**config.mk**
```make
export PLATFORM = sky130hd
export DESIGN_NAME = jtag_tap_instruction_logic
export DESIGN_NICKNAME = d
export VERILOG_FILES = /design/src/design/tap_pkg.sv /design/src/design/jtag_tap_instruction_logic.sv /design/src/design/scan_link_sampler.sv
export SDC_FILE = /design/constraint.sdc
export NUM_CORES = 1
export LEC_CHECK = 0
export ABC_AREA = 1
export BUFFER_PORTS_ARGS = -buffer_cell sky130_fd_sc_hd__buf_2
export CORE_AREA = 10 10 285 287
export DETAILED_ROUTE_END_ITERATION = 10
export DIE_AREA = 0 0 295 297
export PLACE_DENSITY = 0.71
export SLEW_MARGIN = 10
export SYNTH_ARGS = -nofsm -noshare
export SYNTH_HDL_FRONTEND = slang
export SYNTH_SLANG_ARGS = --single-unit
```
**constraint.sdc**
```tcl
create_clock -name clk -period 1.74 [get_ports clk]
set_clock_uncertainty 0.05 [all_clocks]
set_input_delay 0.261 -clock clk [delete_from_list [all_inputs] [get_ports clk]]
set_output_delay 0.261 -clock clk [all_outputs]
set_load 0.005 [all_outputs]
```
**src/design/tap_pkg.sv**
```systemverilog
package tap_pkg;
  // ****************************************
  // instruction register
  // ****************************************
  localparam int          IR_WIDTH           = 10;
  localparam logic [9:0]  OP_SAMPLE_PRELOAD  = 10'h005;
  localparam logic [9:0]  OP_EXT_TEST        = 10'h00f;
  localparam logic [9:0]  OP_BYPASS          = 10'h3ff;
  localparam logic [9:0]  OP_USER_CODE       = 10'h007;
  localparam logic [9:0]  OP_IDENT_CODE      = 10'h006;
  localparam logic [9:0]  OP_HIGH_Z          = 10'h00b;
  localparam logic [9:0]  OP_CLAMP           = 10'h00a;
  localparam logic [9:0]  OP_USER_CHAIN_A    = 10'h00c;
  localparam logic [9:0]  OP_USER_CHAIN_B    = 10'h00e;
  localparam logic [9:0]  IR_CAPTURE_VALUE   = 10'h001;
  localparam logic [9:0]  IR_RESET_VALUE     = 10'h006;
  // ****************************************
  // data registers
  // ****************************************
  localparam int          CODE_WIDTH         = 32;
  localparam logic [31:0] USER_CODE_DEFAULT  = 32'hffff_ffff;
  localparam int          ID_VERSION_LSB     = 28;
  localparam int          ID_PART_LSB        = 12;
  localparam int          ID_MAKER_LSB       = 1;
  localparam int          BSR_LENGTH_DEFAULT = 240;
  // ****************************************
  // controller states, gray in listed order from reset all the way through ir update
  // ****************************************
  typedef enum logic [3:0] {
    ST_RESET      = 4'h0,
    ST_IDLE       = 4'h1,
    ST_DR_SELECT  = 4'h3,
    ST_DR_CAPTURE = 4'h2,
    ST_DR_SHIFT   = 4'h6,
    ST_DR_EXIT1   = 4'h7,
    ST_DR_PAUSE   = 4'h5,
    ST_DR_EXIT2   = 4'h4,
    ST_DR_UPDATE  = 4'hc,
    ST_IR_SELECT  = 4'hd,
    ST_IR_CAPTURE = 4'hf,
    ST_IR_SHIFT   = 4'he,
    ST_IR_EXIT1   = 4'ha,
    ST_IR_PAUSE   = 4'hb,
    ST_IR_EXIT2   = 4'h9,
    ST_IR_UPDATE  = 4'h8
  } tap_state_e;
endpackage : tap_pkg

```
**src/design/jtag_tap_instruction_logic.sv**
```systemverilog
`timescale 1ns/1ps
module jtag_tap_instruction_logic #(
  parameter int          BSR_LENGTH = tap_pkg::BSR_LENGTH_DEFAULT,
  parameter logic [3:0]  ID_VERSION = 4'h0,          // arbitrary value
  parameter logic [15:0] ID_PART    = 16'h1234,      // arbitrary value
  parameter logic [10:0] ID_MAKER   = 11'h055,       // arbitrary value
  parameter logic [31:0] USER_CODE  = tap_pkg::USER_CODE_DEFAULT
) (
  // clock and reset
  input  wire logic                  clk,
  input  wire logic                  resetn,
  // test pins
  input  wire logic                  tck,
  input  wire logic                  tms,
  input  wire logic                  tdi,
  output logic                       tdo,
  output logic                       tdo_oe,
  // device pins seen by the boundary cells
  input  wire logic [BSR_LENGTH-1:0] pin_in,
  input  wire logic [BSR_LENGTH-1:0] core_out,
  output logic      [BSR_LENGTH-1:0] pin_out,
  output logic                       pins_from_bsr,
  output logic                       pins_high_z,
  output logic                       keep_weak_pull,
  // user chain port
  input  wire logic                  user_tdo_a,
  input  wire logic                  user_tdo_b,
  output logic                       user_sel_a,
  output logic                       user_sel_b,
  output logic                       user_tdi,
  output logic                       user_tck_rise,
  output logic                       user_capture,
  output logic                       user_shift,
  output logic                       user_update,
  output logic [3:0]                 user_state,
  // programming instruction port
  input  wire logic                  prog_tdo,
  output logic                       prog_active,
  output logic [9:0]                 prog_ir
);
  // ****************************************
  // pin sampling
  // ****************************************
  logic tms_s, tdi_s, tck_rise, tck_fall;

  scan_link_sampler scan_link_sampler_inst (
    .clk      (clk),
    .resetn   (resetn),
    .tck      (tck),
    .tms      (tms),
    .tdi      (tdi),
    .tms_s    (tms_s),
    .tdi_s    (tdi_s),
    .tck_rise (tck_rise),
    .tck_fall (tck_fall)
  );

  // ****************************************
  // decode helpers
  // ****************************************
  // unknown codes fall back to bypass unless the programming space claims them
  function automatic logic is_known(input logic [9:0] op);
    case (op)
      tap_pkg::OP_SAMPLE_PRELOAD, tap_pkg::OP_EXT_TEST, tap_pkg::OP_BYPASS,
      tap_pkg::OP_USER_CODE, tap_pkg::OP_IDENT_CODE, tap_pkg::OP_HIGH_Z,
      tap_pkg::OP_CLAMP, tap_pkg::OP_USER_CHAIN_A, tap_pkg::OP_USER_CHAIN_B:
        is_known = 1'b1;
      default: is_known = 1'b0;
    endcase
  endfunction : is_known

  // programming space: top bit set and not all-ones bypass
  function automatic logic is_prog(input logic [9:0] op);
    is_prog = op[9] & (op != tap_pkg::OP_BYPASS);
  endfunction : is_prog

  function automatic logic [31:0] ident_value();
    logic [31:0] v;
    v = '0;
    v[31:tap_pkg::ID_VERSION_LSB]                      = ID_VERSION;
    v[tap_pkg::ID_VERSION_LSB-1:tap_pkg::ID_PART_LSB]  = ID_PART;
    v[tap_pkg::ID_PART_LSB-1:tap_pkg::ID_MAKER_LSB]    = ID_MAKER;
    v[0]                                               = 1'b1;
    ident_value = v;
  endfunction : ident_value

  // ****************************************
  // state
  // ****************************************
  tap_pkg::tap_state_e state, next_state;
  logic [9:0]            ir_shift, next_ir_shift;
  logic [9:0]            ir, next_ir;
  logic [31:0]           code_shift, next_code_shift;
  logic                  bypass, next_bypass;
  logic [BSR_LENGTH-1:0] bsr_shift, next_bsr_shift;
  logic [BSR_LENGTH-1:0] bsr_hold, next_bsr_hold;
  logic                  tdo_r, next_tdo;
  logic                  tdo_oe_r, next_tdo_oe;

  // per-instruction routing
  logic sel_bsr, sel_code, sel_ident, sel_a, sel_b, sel_prog;
  always_comb begin
    sel_ident = (ir == tap_pkg::OP_IDENT_CODE);
    sel_code  = (ir == tap_pkg::OP_USER_CODE) || sel_ident;
    sel_bsr   = (ir == tap_pkg::OP_SAMPLE_PRELOAD) || (ir == tap_pkg::OP_EXT_TEST);
    sel_a     = (ir == tap_pkg::OP_USER_CHAIN_A);
    sel_b     = (ir == tap_pkg::OP_USER_CHAIN_B);
    sel_prog  = is_prog(ir);
  end

  // sixteen-state controller, stepped on each test clock rise
  always_comb begin
    next_state = state;
    if (tck_rise) begin
      case (state)
        tap_pkg::ST_RESET:      next_state = tms_s ? tap_pkg::ST_RESET : tap_pkg::ST_IDLE;
        tap_pkg::ST_IDLE:       next_state = tms_s ? tap_pkg::ST_DR_SELECT : tap_pkg::ST_IDLE;
        tap_pkg::ST_DR_SELECT:  next_state = tms_s ? tap_pkg::ST_IR_SELECT : tap_pkg::ST_DR_CAPTURE;
        tap_pkg::ST_DR_CAPTURE: next_state = tms_s ? tap_pkg::ST_DR_EXIT1 : tap_pkg::ST_DR_SHIFT;
        tap_pkg::ST_DR_SHIFT:   next_state = tms_s ? tap_pkg::ST_DR_EXIT1 : tap_pkg::ST_DR_SHIFT;
        tap_pkg::ST_DR_EXIT1:   next_state = tms_s ? tap_pkg::ST_DR_UPDATE : tap_pkg::ST_DR_PAUSE;
        tap_pkg::ST_DR_PAUSE:   next_state = tms_s ? tap_pkg::ST_DR_EXIT2 : tap_pkg::ST_DR_PAUSE;
        tap_pkg::ST_DR_EXIT2:   next_state = tms_s ? tap_pkg::ST_DR_UPDATE : tap_pkg::ST_DR_SHIFT;
        tap_pkg::ST_DR_UPDATE:  next_state = tms_s ? tap_pkg::ST_DR_SELECT : tap_pkg::ST_IDLE;
        tap_pkg::ST_IR_SELECT:  next_state = tms_s ? tap_pkg::ST_RESET : tap_pkg::ST_IR_CAPTURE;
        tap_pkg::ST_IR_CAPTURE: next_state = tms_s ? tap_pkg::ST_IR_EXIT1 : tap_pkg::ST_IR_SHIFT;
        tap_pkg::ST_IR_SHIFT:   next_state = tms_s ? tap_pkg::ST_IR_EXIT1 : tap_pkg::ST_IR_SHIFT;
        tap_pkg::ST_IR_EXIT1:   next_state = tms_s ? tap_pkg::ST_IR_UPDATE : tap_pkg::ST_IR_PAUSE;
        tap_pkg::ST_IR_PAUSE:   next_state = tms_s ? tap_pkg::ST_IR_EXIT2 : tap_pkg::ST_IR_PAUSE;
        tap_pkg::ST_IR_EXIT2:   next_state = tms_s ? tap_pkg::ST_IR_UPDATE : tap_pkg::ST_IR_SHIFT;
        tap_pkg::ST_IR_UPDATE:  next_state = tms_s ? tap_pkg::ST_DR_SELECT : tap_pkg::ST_IDLE;
        default:                next_state = tap_pkg::ST_RESET;
      endcase
    end
  end

  // instruction path: capture, shift, update on the rise
  always_comb begin
    next_ir_shift = ir_shift;
    next_ir       = ir;
    if (tck_rise) begin
      case (state)
        tap_pkg::ST_RESET:      next_ir = tap_pkg::IR_RESET_VALUE;
        tap_pkg::ST_IR_CAPTURE: next_ir_shift = tap_pkg::IR_CAPTURE_VALUE;
        tap_pkg::ST_IR_SHIFT:   next_ir_shift = {tdi_s, ir_shift[9:1]};
        tap_pkg::ST_IR_UPDATE:  next_ir = (is_known(ir_shift) || is_prog(ir_shift)) ?
                                          ir_shift : tap_pkg::OP_BYPASS;
        default:                next_ir_shift = ir_shift;
      endcase
    end
  end

  // data path: code, bypass and boundary registers
  always_comb begin
    next_code_shift = code_shift;
    next_bypass     = bypass;
    next_bsr_shift  = bsr_shift;
    next_bsr_hold   = bsr_hold;
    if (tck_rise) begin
      case (state)
        tap_pkg::ST_DR_CAPTURE: begin
          next_code_shift = sel_ident ? ident_value() : USER_CODE;
          next_bypass     = 1'b0;
          if (sel_bsr)
            next_bsr_shift = pin_in;
        end
        tap_pkg::ST_DR_SHIFT: begin
          next_code_shift = {tdi_s, code_shift[31:1]};
          next_bypass     = tdi_s;
          if (sel_bsr)
            next_bsr_shift = {tdi_s, bsr_shift[BSR_LENGTH-1:1]};
        end
        tap_pkg::ST_DR_UPDATE: begin
          if (sel_bsr)
            next_bsr_hold = bsr_shift;
        end
        default: next_bypass = bypass;
      endcase
    end
  end

  // serial output changes on the falling test clock edge
  always_comb begin
    next_tdo    = tdo_r;
    next_tdo_oe = tdo_oe_r;
    if (tck_fall) begin
      next_tdo_oe = (state == tap_pkg::ST_IR_SHIFT) || (state == tap_pkg::ST_DR_SHIFT);
      if (state == tap_pkg::ST_IR_SHIFT)
        next_tdo = ir_shift[0];
      else if (sel_code)
        next_tdo = code_shift[0];
      else if (sel_bsr)
        next_tdo = bsr_shift[0];
      else if (sel_a)
        next_tdo = user_tdo_a;
      else if (sel_b)
        next_tdo = user_tdo_b;
      else if (sel_prog)
        next_tdo = prog_tdo;
      else
        next_tdo = bypass;
    end
  end

  // user and pin-facing outputs, all registered
  logic [BSR_LENGTH-1:0] next_pin_out;
  logic                  next_from_bsr, next_high_z;
  logic                  next_user_tck_rise, next_user_capture, next_user_shift, next_user_update;
  always_comb begin
    next_from_bsr = (ir == tap_pkg::OP_EXT_TEST) || (ir == tap_pkg::OP_CLAMP);
    next_high_z   = (ir == tap_pkg::OP_HIGH_Z);
    next_pin_out  = next_from_bsr ? bsr_hold : core_out;
    next_user_tck_rise = tck_rise & (sel_a | sel_b);
    next_user_capture  = (sel_a | sel_b) & (state == tap_pkg::ST_DR_CAPTURE);
    next_user_shift    = (sel_a | sel_b) & (state == tap_pkg::ST_DR_SHIFT);
    next_user_update   = (sel_a | sel_b) & (state == tap_pkg::ST_DR_UPDATE);
  end

  always_ff @(posedge clk or negedge resetn) begin
    if (!resetn) begin
      state         <= tap_pkg::ST_RESET;
      ir_shift      <= '0;
      ir            <= tap_pkg::IR_RESET_VALUE;
      code_shift    <= '0;
      bypass        <= 1'b0;
      bsr_shift     <= '0;
      bsr_hold      <= '0;
      tdo_r         <= 1'b0;
      tdo_oe_r      <= 1'b0;
      pin_out       <= '0;
      pins_from_bsr <= 1'b0;
      pins_high_z   <= 1'b0;
      user_sel_a    <= 1'b0;
      user_sel_b    <= 1'b0;
      user_tdi      <= 1'b0;
      user_tck_rise <= 1'b0;
      user_capture  <= 1'b0;
      user_shift    <= 1'b0;
      user_update   <= 1'b0;
      user_state    <= 4'h0;
      prog_active   <= 1'b0;
      prog_ir       <= '0;
      keep_weak_pull <= 1'b1;
    end else begin
      state         <= next_state;
      ir_shift      <= next_ir_shift;
      ir            <= next_ir;
      code_shift    <= next_code_shift;
      bypass        <= next_bypass;
      bsr_shift     <= next_bsr_shift;
      bsr_hold      <= next_bsr_hold;
      tdo_r         <= next_tdo;
      tdo_oe_r      <= next_tdo_oe;
      pin_out       <= next_pin_out;
      pins_from_bsr <= next_from_bsr;
      pins_high_z   <= next_high_z;
      user_sel_a    <= sel_a;
      user_sel_b    <= sel_b;
      user_tdi      <= tdi_s;
      user_tck_rise <= next_user_tck_rise;
      user_capture  <= next_user_capture;
      user_shift    <= next_user_shift;
      user_update   <= next_user_update;
      user_state    <= state;
      prog_active   <= sel_prog;
      prog_ir       <= ir;
      keep_weak_pull <= 1'b1;
    end
  end

  // test modes never turn keepers off, so the pull flag is a held one
  assign tdo            = tdo_r;
  assign tdo_oe         = tdo_oe_r;
endmodule : jtag_tap_instruction_logic

```
**src/design/scan_link_sampler.sv**
```systemverilog
`timescale 1ns/1ps
// two-stage sampler of the test pins, with edge pulses for the test clock
module scan_link_sampler (
  // clock and reset
  input  wire logic clk,
  input  wire logic resetn,
  // raw test pins
  input  wire logic tck,
  input  wire logic tms,
  input  wire logic tdi,
  // sampled values
  output logic      tms_s,
  output logic      tdi_s,
  output logic      tck_rise,
  output logic      tck_fall
);
  logic [2:0] meta;
  logic [2:0] sync;
  logic       tck_last;

  // first stage feeds only the second stage
  always_ff @(posedge clk or negedge resetn) begin
    if (!resetn) begin
      meta     <= 3'h0;
      sync     <= 3'h0;
      tck_last <= 1'b0;
    end else begin
      meta     <= {tck, tms, tdi};
      sync     <= meta;
      tck_last <= sync[2];
    end
  end

  // edges found on the settled copy only
  assign tms_s    = sync[1];
  assign tdi_s    = sync[0];
  assign tck_rise = sync[2] & ~tck_last;
  assign tck_fall = ~sync[2] & tck_last;
endmodule : scan_link_sampler

```
==> impl_metrics.ini, run 1 <==
[placement]
dp_hpwl_um = 76700
portBuffers = 753
dpl_cell_area_mm2 = 0.0387
place.gp.congestion = 0.932
preCtsSetupSlack_ps = -284
dp.cells = 4892

[synth]
synth_xor_area_frac = 0
synth_seq_cells = 810
synth_warnings = 0
yosys.cell_types.count = 35
synth_nets = 3639
synth_edf_count = 0
synth_top_family_by_area = compound AO/OA/AOI/OAI gates
synthArstFlopShare = 1.00
synth_cells = 3151
yosysSeqAreaShare = 0.621
syn_area_per_cell_um2 = 10.4
yosys_most_used_dff = dfrtp_1
synth-compound-area-share = 0.129
syn-cell-area_mm2 = 0.0327
yosys.area_share.simple = 0.0968
synthAdderAreaFrac = 0
synth.area.mux_share = 0.0831

[final_layout]
area_growth_pct = 51.4
final_area_mm2 = 0.0494
final_cell_count_no_fill = 5646
postLayoutCoreUtil = 0.655
nets = 5057
fillers = 5135
drive_gt1_frac = 0.309

[die]
die_area_mm2 = 0.0876
initial_utilization = 0.433
coreArea_mm2 = 0.0754
die_h_um = 297
die_w_um = 295
num_rows = 101
ioPinCount = 755

[detailed_routing]
drt-pass1-iter-count = 6
via_per_inst = 5.43
via_count = 30700
ant_nets = 0
drt_iter0_markers = 2782
drt_wl_total_um = 135000
drc_errors = 0
routedWlPerCell_um = 23.9

[setup_path]
crit_path_end_kind = flip-flop
reg2reg_slack_ps = -360
start_kind = flip-flop
crit_required_ps = 2180
reg2reg_from = ir[2]
worstPathCellList = nand2_1 > nor2_4 > nand3_4 > o21ai_4 > buf_12 > buf_12 > mux2_1
slowest_delay_ps = 550
critPathLaunch = ir[2]
worstRegToRegCells = 7
r2r-end = pin_out[149]
path_max_fanout = 24
slowest_stage = dfstp_2
cpMostUsedCell = buf_12
criticalPathCategory = reg2reg
endpoint = pin_out[149]
arrival_ps = 2540

[global_routing]
antenna_found_initial = 33
track_usage = 0.258
grt_start_max_net_pins = 83
grt_pass1_vias = 30200
grt-ovfl-total = 0
grt_pass1_wl_um = 177000

[timing]
grt_setup_unrepaired = yes
drv_slew = 0
setup_ws_ps = -365
setup_violations = 719
fin_crit_sh = 1.21
finalHoldViolCount = 0
slew_headroom = 0.490
clock.fmax_mhz = 475
min_period_ps = 2100
worst_pin_slew_ps = 757

[cts]
cts_tree = built
clkSlewWorstSetupHoldPaths_ps = 60
cts_max_level = 3
cts_num_sinks = 810
cts_buffers = 86
insertion_delay_ps = 650
clk_path_buf_depth = 3
cts_root_buf = clkbuf_16

[run]
maxCapViolCount = 0

[status]
violations = setup timing
status = complete, but fails checks

[power_and_ir_drop]
power_density_mw_per_mm2 = 1020
finalPower_mw = 50.6
ir_drop_v = 0.00101
power.leakage_nw = 24.8

[hold_path]
min_path_type = in2async
==> stage by stage <==
step,hold WS [ps],setup TNS (ps)
2_1_floorplan,-84.6,-13990
3_3_place_gp,103,-126380
3_5_place_dp,108,-136610
4_1_cts,6.59,-144040
5_1_grt,39.3,-217510
6_report,58.1,-150560
==> state kept, by name, indices dropped and copies added (netlist names), 3 cells and up <==
name                         cells
bsr_shift                      240
ir                              10
prog_ir                         10
scan_link_sampler_inst.meta      3
ir_shift                        10
state                            4
code_shift                      32
bsr_hold                       240
pin_out                        240
user_state                       4
scan_link_sampler_inst.sync      3
==> per-layer routing <==
metal | GRT usage | routed length, µm
met5 | 0 | 34
met3 | 0.0548 | 12000
met4 | 0.120 | 7620
met2 | 0.446 | 66700
met1 | 0.302 | 48500
==> synthesized netlist by cell type (2+ instances only) <==
| library cell | count | area [µm²] |
|---|---|---|
| buf_8 | 11 | 165 |
| nand3_1 | 16 | 80.1 |
| o21ai_1 | 254 | 1270 |
| nand2_1 | 736 | 2760 |
| o21ai_0 | 439 | 2200 |
| inv_1 | 277 | 1040 |
| buf_4 | 12 | 90.1 |
| clkbuf_1 | 54 | 203 |
| inv_2 | 6 | 22.5 |
| dfrtp_1 | 808 | 20200 |
| nor3_1 | 7 | 35.0 |
| mux2_1 | 190 | 2140 |
| o211ai_1 | 63 | 473 |
| o22ai_1 | 9 | 56.3 |
| nand2_2 | 2 | 12.5 |
| a31oi_1 | 22 | 138 |
| nor2_4 | 4 | 45.0 |
| buf_2 | 88 | 440 |
| buf_1 | 5 | 18.8 |
| nor2_1 | 46 | 173 |
| dfstp_2 | 2 | 52.6 |
| buf_6 | 26 | 293 |
| a21oi_1 | 7 | 35.0 |
| nor2_2 | 3 | 18.8 |
| clkinv_1 | 2 | 7.51 |
| nor4_1 | 2 | 12.5 |
| mux2_2 | 51 | 574 |
| a32oi_1 | 2 | 17.5 |
==> cell families (layout without fill, tap and decap cells) <==
logic type / after synthesis / count (layout)
other cells: 1 / 34
compound gates: 800 / 800
mux: 241 / 241
simple gates: 818 / 820
buf+inv: 481 / 1963
flops: 810 / 810
==> worst max-delay path, delay by kind of cell (launching register included) <==
family                 cells  cell delay, ps
DFF                        1             550
buffers and inverters      2             430
muxes                      1             380
and+or+nand+nor            3             360
AOI/OAI and AO/OA          1             130
==> cell usage in the layout (no fill, tap or decap), types with 3 or more instances in the layout <==
| cell type | n |
|---|---|
| dfrtp_1 | 808 |
| buf_2 | 752 |
| nand2_1 | 651 |
| dlygate4sd3_1 | 481 |
| o21ai_0 | 353 |
| inv_1 | 277 |
| o21ai_1 | 272 |
| mux2_1 | 164 |
| clkbuf_16 | 139 |
| buf_4 | 139 |
| o21ai_2 | 68 |
| o211ai_1 | 63 |
| nand2_4 | 59 |
| buf_12 | 52 |
| mux2_2 | 51 |
| nor2_1 | 45 |
| diode_2 | 33 |
| mux2_4 | 26 |
| nand2_2 | 25 |
| buf_6 | 24 |
| a31oi_1 | 22 |
| clkbuf_1 | 20 |
| clkbuf_8 | 19 |
| nand3_1 | 14 |
| buf_16 | 13 |
| clkinv_2 | 12 |
| o22ai_1 | 9 |
| buf_8 | 8 |
| nor2_4 | 7 |
| a21oi_1 | 7 |
| nor3_1 | 6 |
| bufinv_16 | 6 |
| nand2_8 | 5 |
| inv_2 | 4 |
| clkinv_16 | 3 |
| inv_16 | 3 |
| clkinvlp_4 | 3 |
| inv_6 | 3 |
==> how the worst min path moves through the flow <==
stage,start,end,slack [ps]
6_report,resetn,bsr_shift[34],60
5_1_grt,resetn,bsr_shift[34],40
4_1_cts,pin_in[71],bsr_shift[71],7
3_5_place_dp,resetn,bsr_shift[34],110
3_3_place_gp,resetn,bsr_shift[34],100
2_1_floorplan,resetn,bsr_hold[0],-80
==> where the power goes <==
part           switching [mW]  internal (mW)
sequential               1.13           20.8
combinational            5.30           4.42
clock                    8.09           10.9
total                    14.5           36.1
==> cell type report <==
class	count	area (µm²)	area share
Multi-Input combinational cell	1862	11100	0.225
Antenna cell	33	82.6	0.00167
Inverter	285	1100	0.0222
Tap cell	978	1220	0.0247
Timing Repair inverter	2	46.3	0.000936
Clock inverter	29	388	0.00784
Clock buffer	125	2490	0.0503
Sequential cell	810	20300	0.410
Timing Repair Buffer	1522	12700	0.258
==> repair_timing <==
item | 4_1_cts | 5_1_grt
gates cloned | 0 | 77
pin swaps | 0 | 2
setup buffers | 0 | 9
endpoints found under the setup margin | 731 | 766
hold endpoints to repair | 1095 | 0
gates resized for setup | 2 | 390
hold buffers | 481 | 0
Note: power is estimated with default switching activity, not from simulation.
==> run 2: changes to the inputs <==
Settings changed: SETUP_SLACK_MARGIN set to 0.02.
==> run 2 against run 1 <==
  * The run ends with antenna rules, setup timing left
  * Maximum frequency shrank 1.4%
  * Count of clock-buffer cells in the layout shrank 2
  * Worst hold slack better by 49 ps
  * Design area fell by 4.0%
  * Register-to-register slack got worse by 30 ps
  * Routed wire length shrank 7.7%
  * Critical endpoint is now pin_out[205]
==> impl_metrics.ini, run 2 (same netlist as run 1, synthesis figures left out) <==
[global_routing]
grt-ovfl-total = 0
grt_start_max_net_pins = 98
antenna_found_initial = 41
grt_pass1_vias = 31100
track_usage = 0.268
grt_pass1_wl_um = 183000

[hold_path]
min_path_type = in2async

[final_layout]
final_cell_count_no_fill = 5610
area_growth_pct = 45.3
mostFrequentLayoutCell = dfrtp_1
final_cell_mix = 808 x dfrtp_1, 752 x buf_2, 732 x nand2_1
fillers = 5407
postLayoutCoreUtil = 0.629
drive_gt1_frac = 0.274
nets = 5005
largest_registers = bsr_hold: 240 flops, bsr_shift: 240 flops, pin_out: 240 flops

[placement]
dp_hpwl_um = 78500
dp.cells = 4908
preCtsSetupSlack_ps = -307
portBuffers = 753
place.gp.congestion = 0.916

[die]
ioPinCount = 755
die_area_mm2 = 0.0876
initial_utilization = 0.433
coreArea_mm2 = 0.0754
die_h_um = 297
num_rows = 101
die_w_um = 295

[timing]
timing.hold.ws_ps = 107
worst_pin_slew_ps = 632
slew_headroom = 0.579
fin_crit_sh = 1.23
drv_slew = 0
grt_setup_unrepaired = yes
finalHoldViolCount = 0
setup_violations = 756
min_period_ps = 2130
setup_ws_ps = -394
clock.fmax_mhz = 469

[power_and_ir_drop]
power.leakage_nw = 24.1
finalPower_mw = 51.0
power_density_mw_per_mm2 = 1070
switchingPower_mw = 14.4
p_int_mw = 36.6
ir_drop_v = 0.00102
switching_share = 0.282
p_clk_frac = 0.384
power_frac_seq = 0.429
combPwrFrac = 0.187

[detailed_routing]
drt_wl_total_um = 124000
drt_iter0_markers = 2421
ant_nets = 1
routedWlPerCell_um = 22.2
via_per_inst = 5.28
drt-pass1-iter-count = 8
via_count = 29600
drc_errors = 0

[setup_path]
slowest_stage = dfrtp_1
start_kind = flip-flop
arrival_ps = 2620
crit_path_end_kind = flip-flop
reg2reg_from = ir[4]
cpMostUsedCell = buf_12
worstPathCellList = nor2_2 > nand3_2 > inv_4 > nand4_4 > o21ai_4 > buf_12 > buf_12 > clkbuf_16 > buf_12 > buf_6 > mux2_4
crit_required_ps = 2230
critPathLaunch = ir[4]
criticalPathCategory = reg2reg
slowest_delay_ps = 390
path_max_fanout = 6

[cts]
cts_tree = built
cts_root_buf = clkbuf_16
clkSlewWorstSetupHoldPaths_ps = 70
insertion_delay_ps = 640
cts_max_level = 3
clk_path_buf_depth = 3
cts_num_sinks = 810
cts_buffers = 85

[run]
maxCapViolCount = 0

[status]
status = complete, but fails checks
violations = antenna rules, setup timing
==> run 2: worst max-delay path: cells and delay by family (launching register included) <==
family | cells | cell delay, ps
buffers and inverters | 6 | 780
DFF | 1 | 390
and+or+nand+nor | 3 | 330
muxes | 1 | 310
AOI/OAI and AO/OA | 1 | 180
==> run 2: final cells by class <==
| type | count | area, µm² | area share |
|---|---|---|---|
| sequential | 810 | 20300 | 0.427 |
| timing repair buffer | 1475 | 11400 | 0.240 |
| multi-input combinational | 1860 | 10400 | 0.219 |
| clock buffer | 123 | 2500 | 0.0527 |
| tap | 978 | 1220 | 0.0258 |
| inverter | 285 | 1070 | 0.0226 |
| clock inverter | 34 | 475 | 0.0100 |
| antenna | 45 | 113 | 0.00237 |
==> run 2: power groups by stage <==
stage	registers, mW	logic [mW]	clock network (mW)
2_1_floorplan	21.9	4.00	0
3_3_place_gp	22.0	7.81	0
3_5_place_dp	22.1	7.97	0
4_1_cts	21.8	8.96	19.5
5_1_grt	22.0	10.4	20.5
6_report	21.9	9.55	19.5
==> run 2: stage by stage <==
stage / instance area [µm²] / TNS, ps
final: 47500 / -164210
after global routing: 47400 / -226720
after CTS: 46800 / -148100
after detailed placement: 39000 / -139350
after global placement: 39000 / -110890
after floorplan: 32900 / -15070
==> run 2: final timing paths <==
check / end / slack [ps] / cells after the start
worst max-delay path: pin_out[205] / -390 / 11
worst min-delay path: bsr_shift[81] / 110 / 2
worst max register to register: pin_out[205] / -390 / 11
worst min register to register: scan_link_sampler_inst.sync[1] / 310 / 0
max in group asynchronous: pin_out[69] / 610 / 3
min in group clk: tdo / 130 / 9
==> run 2: what timing repair did <==
item / 4_1_cts / 5_1_grt
buffers inserted: 0 / 11
cloned: 0 / 6
hold buffers: 484 / 0
endpoints found under the hold margin: 1172 / 0
pin swaps: 0 / 3
gates resized for setup: 1 / 70
setup endpoints to repair: 759 / 777
==> run 2: routing by layer <==
| layer | part of all wire | track usage | vias up |
|---|---|---|---|
| met5 | 0.00055 | 0 | - |
| met4 | 0.063 | 0.152 | 10 |
| met3 | 0.074 | 0.0590 | 520 |
| met2 | 0.49 | 0.451 | 1559 |
| met1 | 0.37 | 0.314 | 14400 |
| li1 | - | - | 13100 |
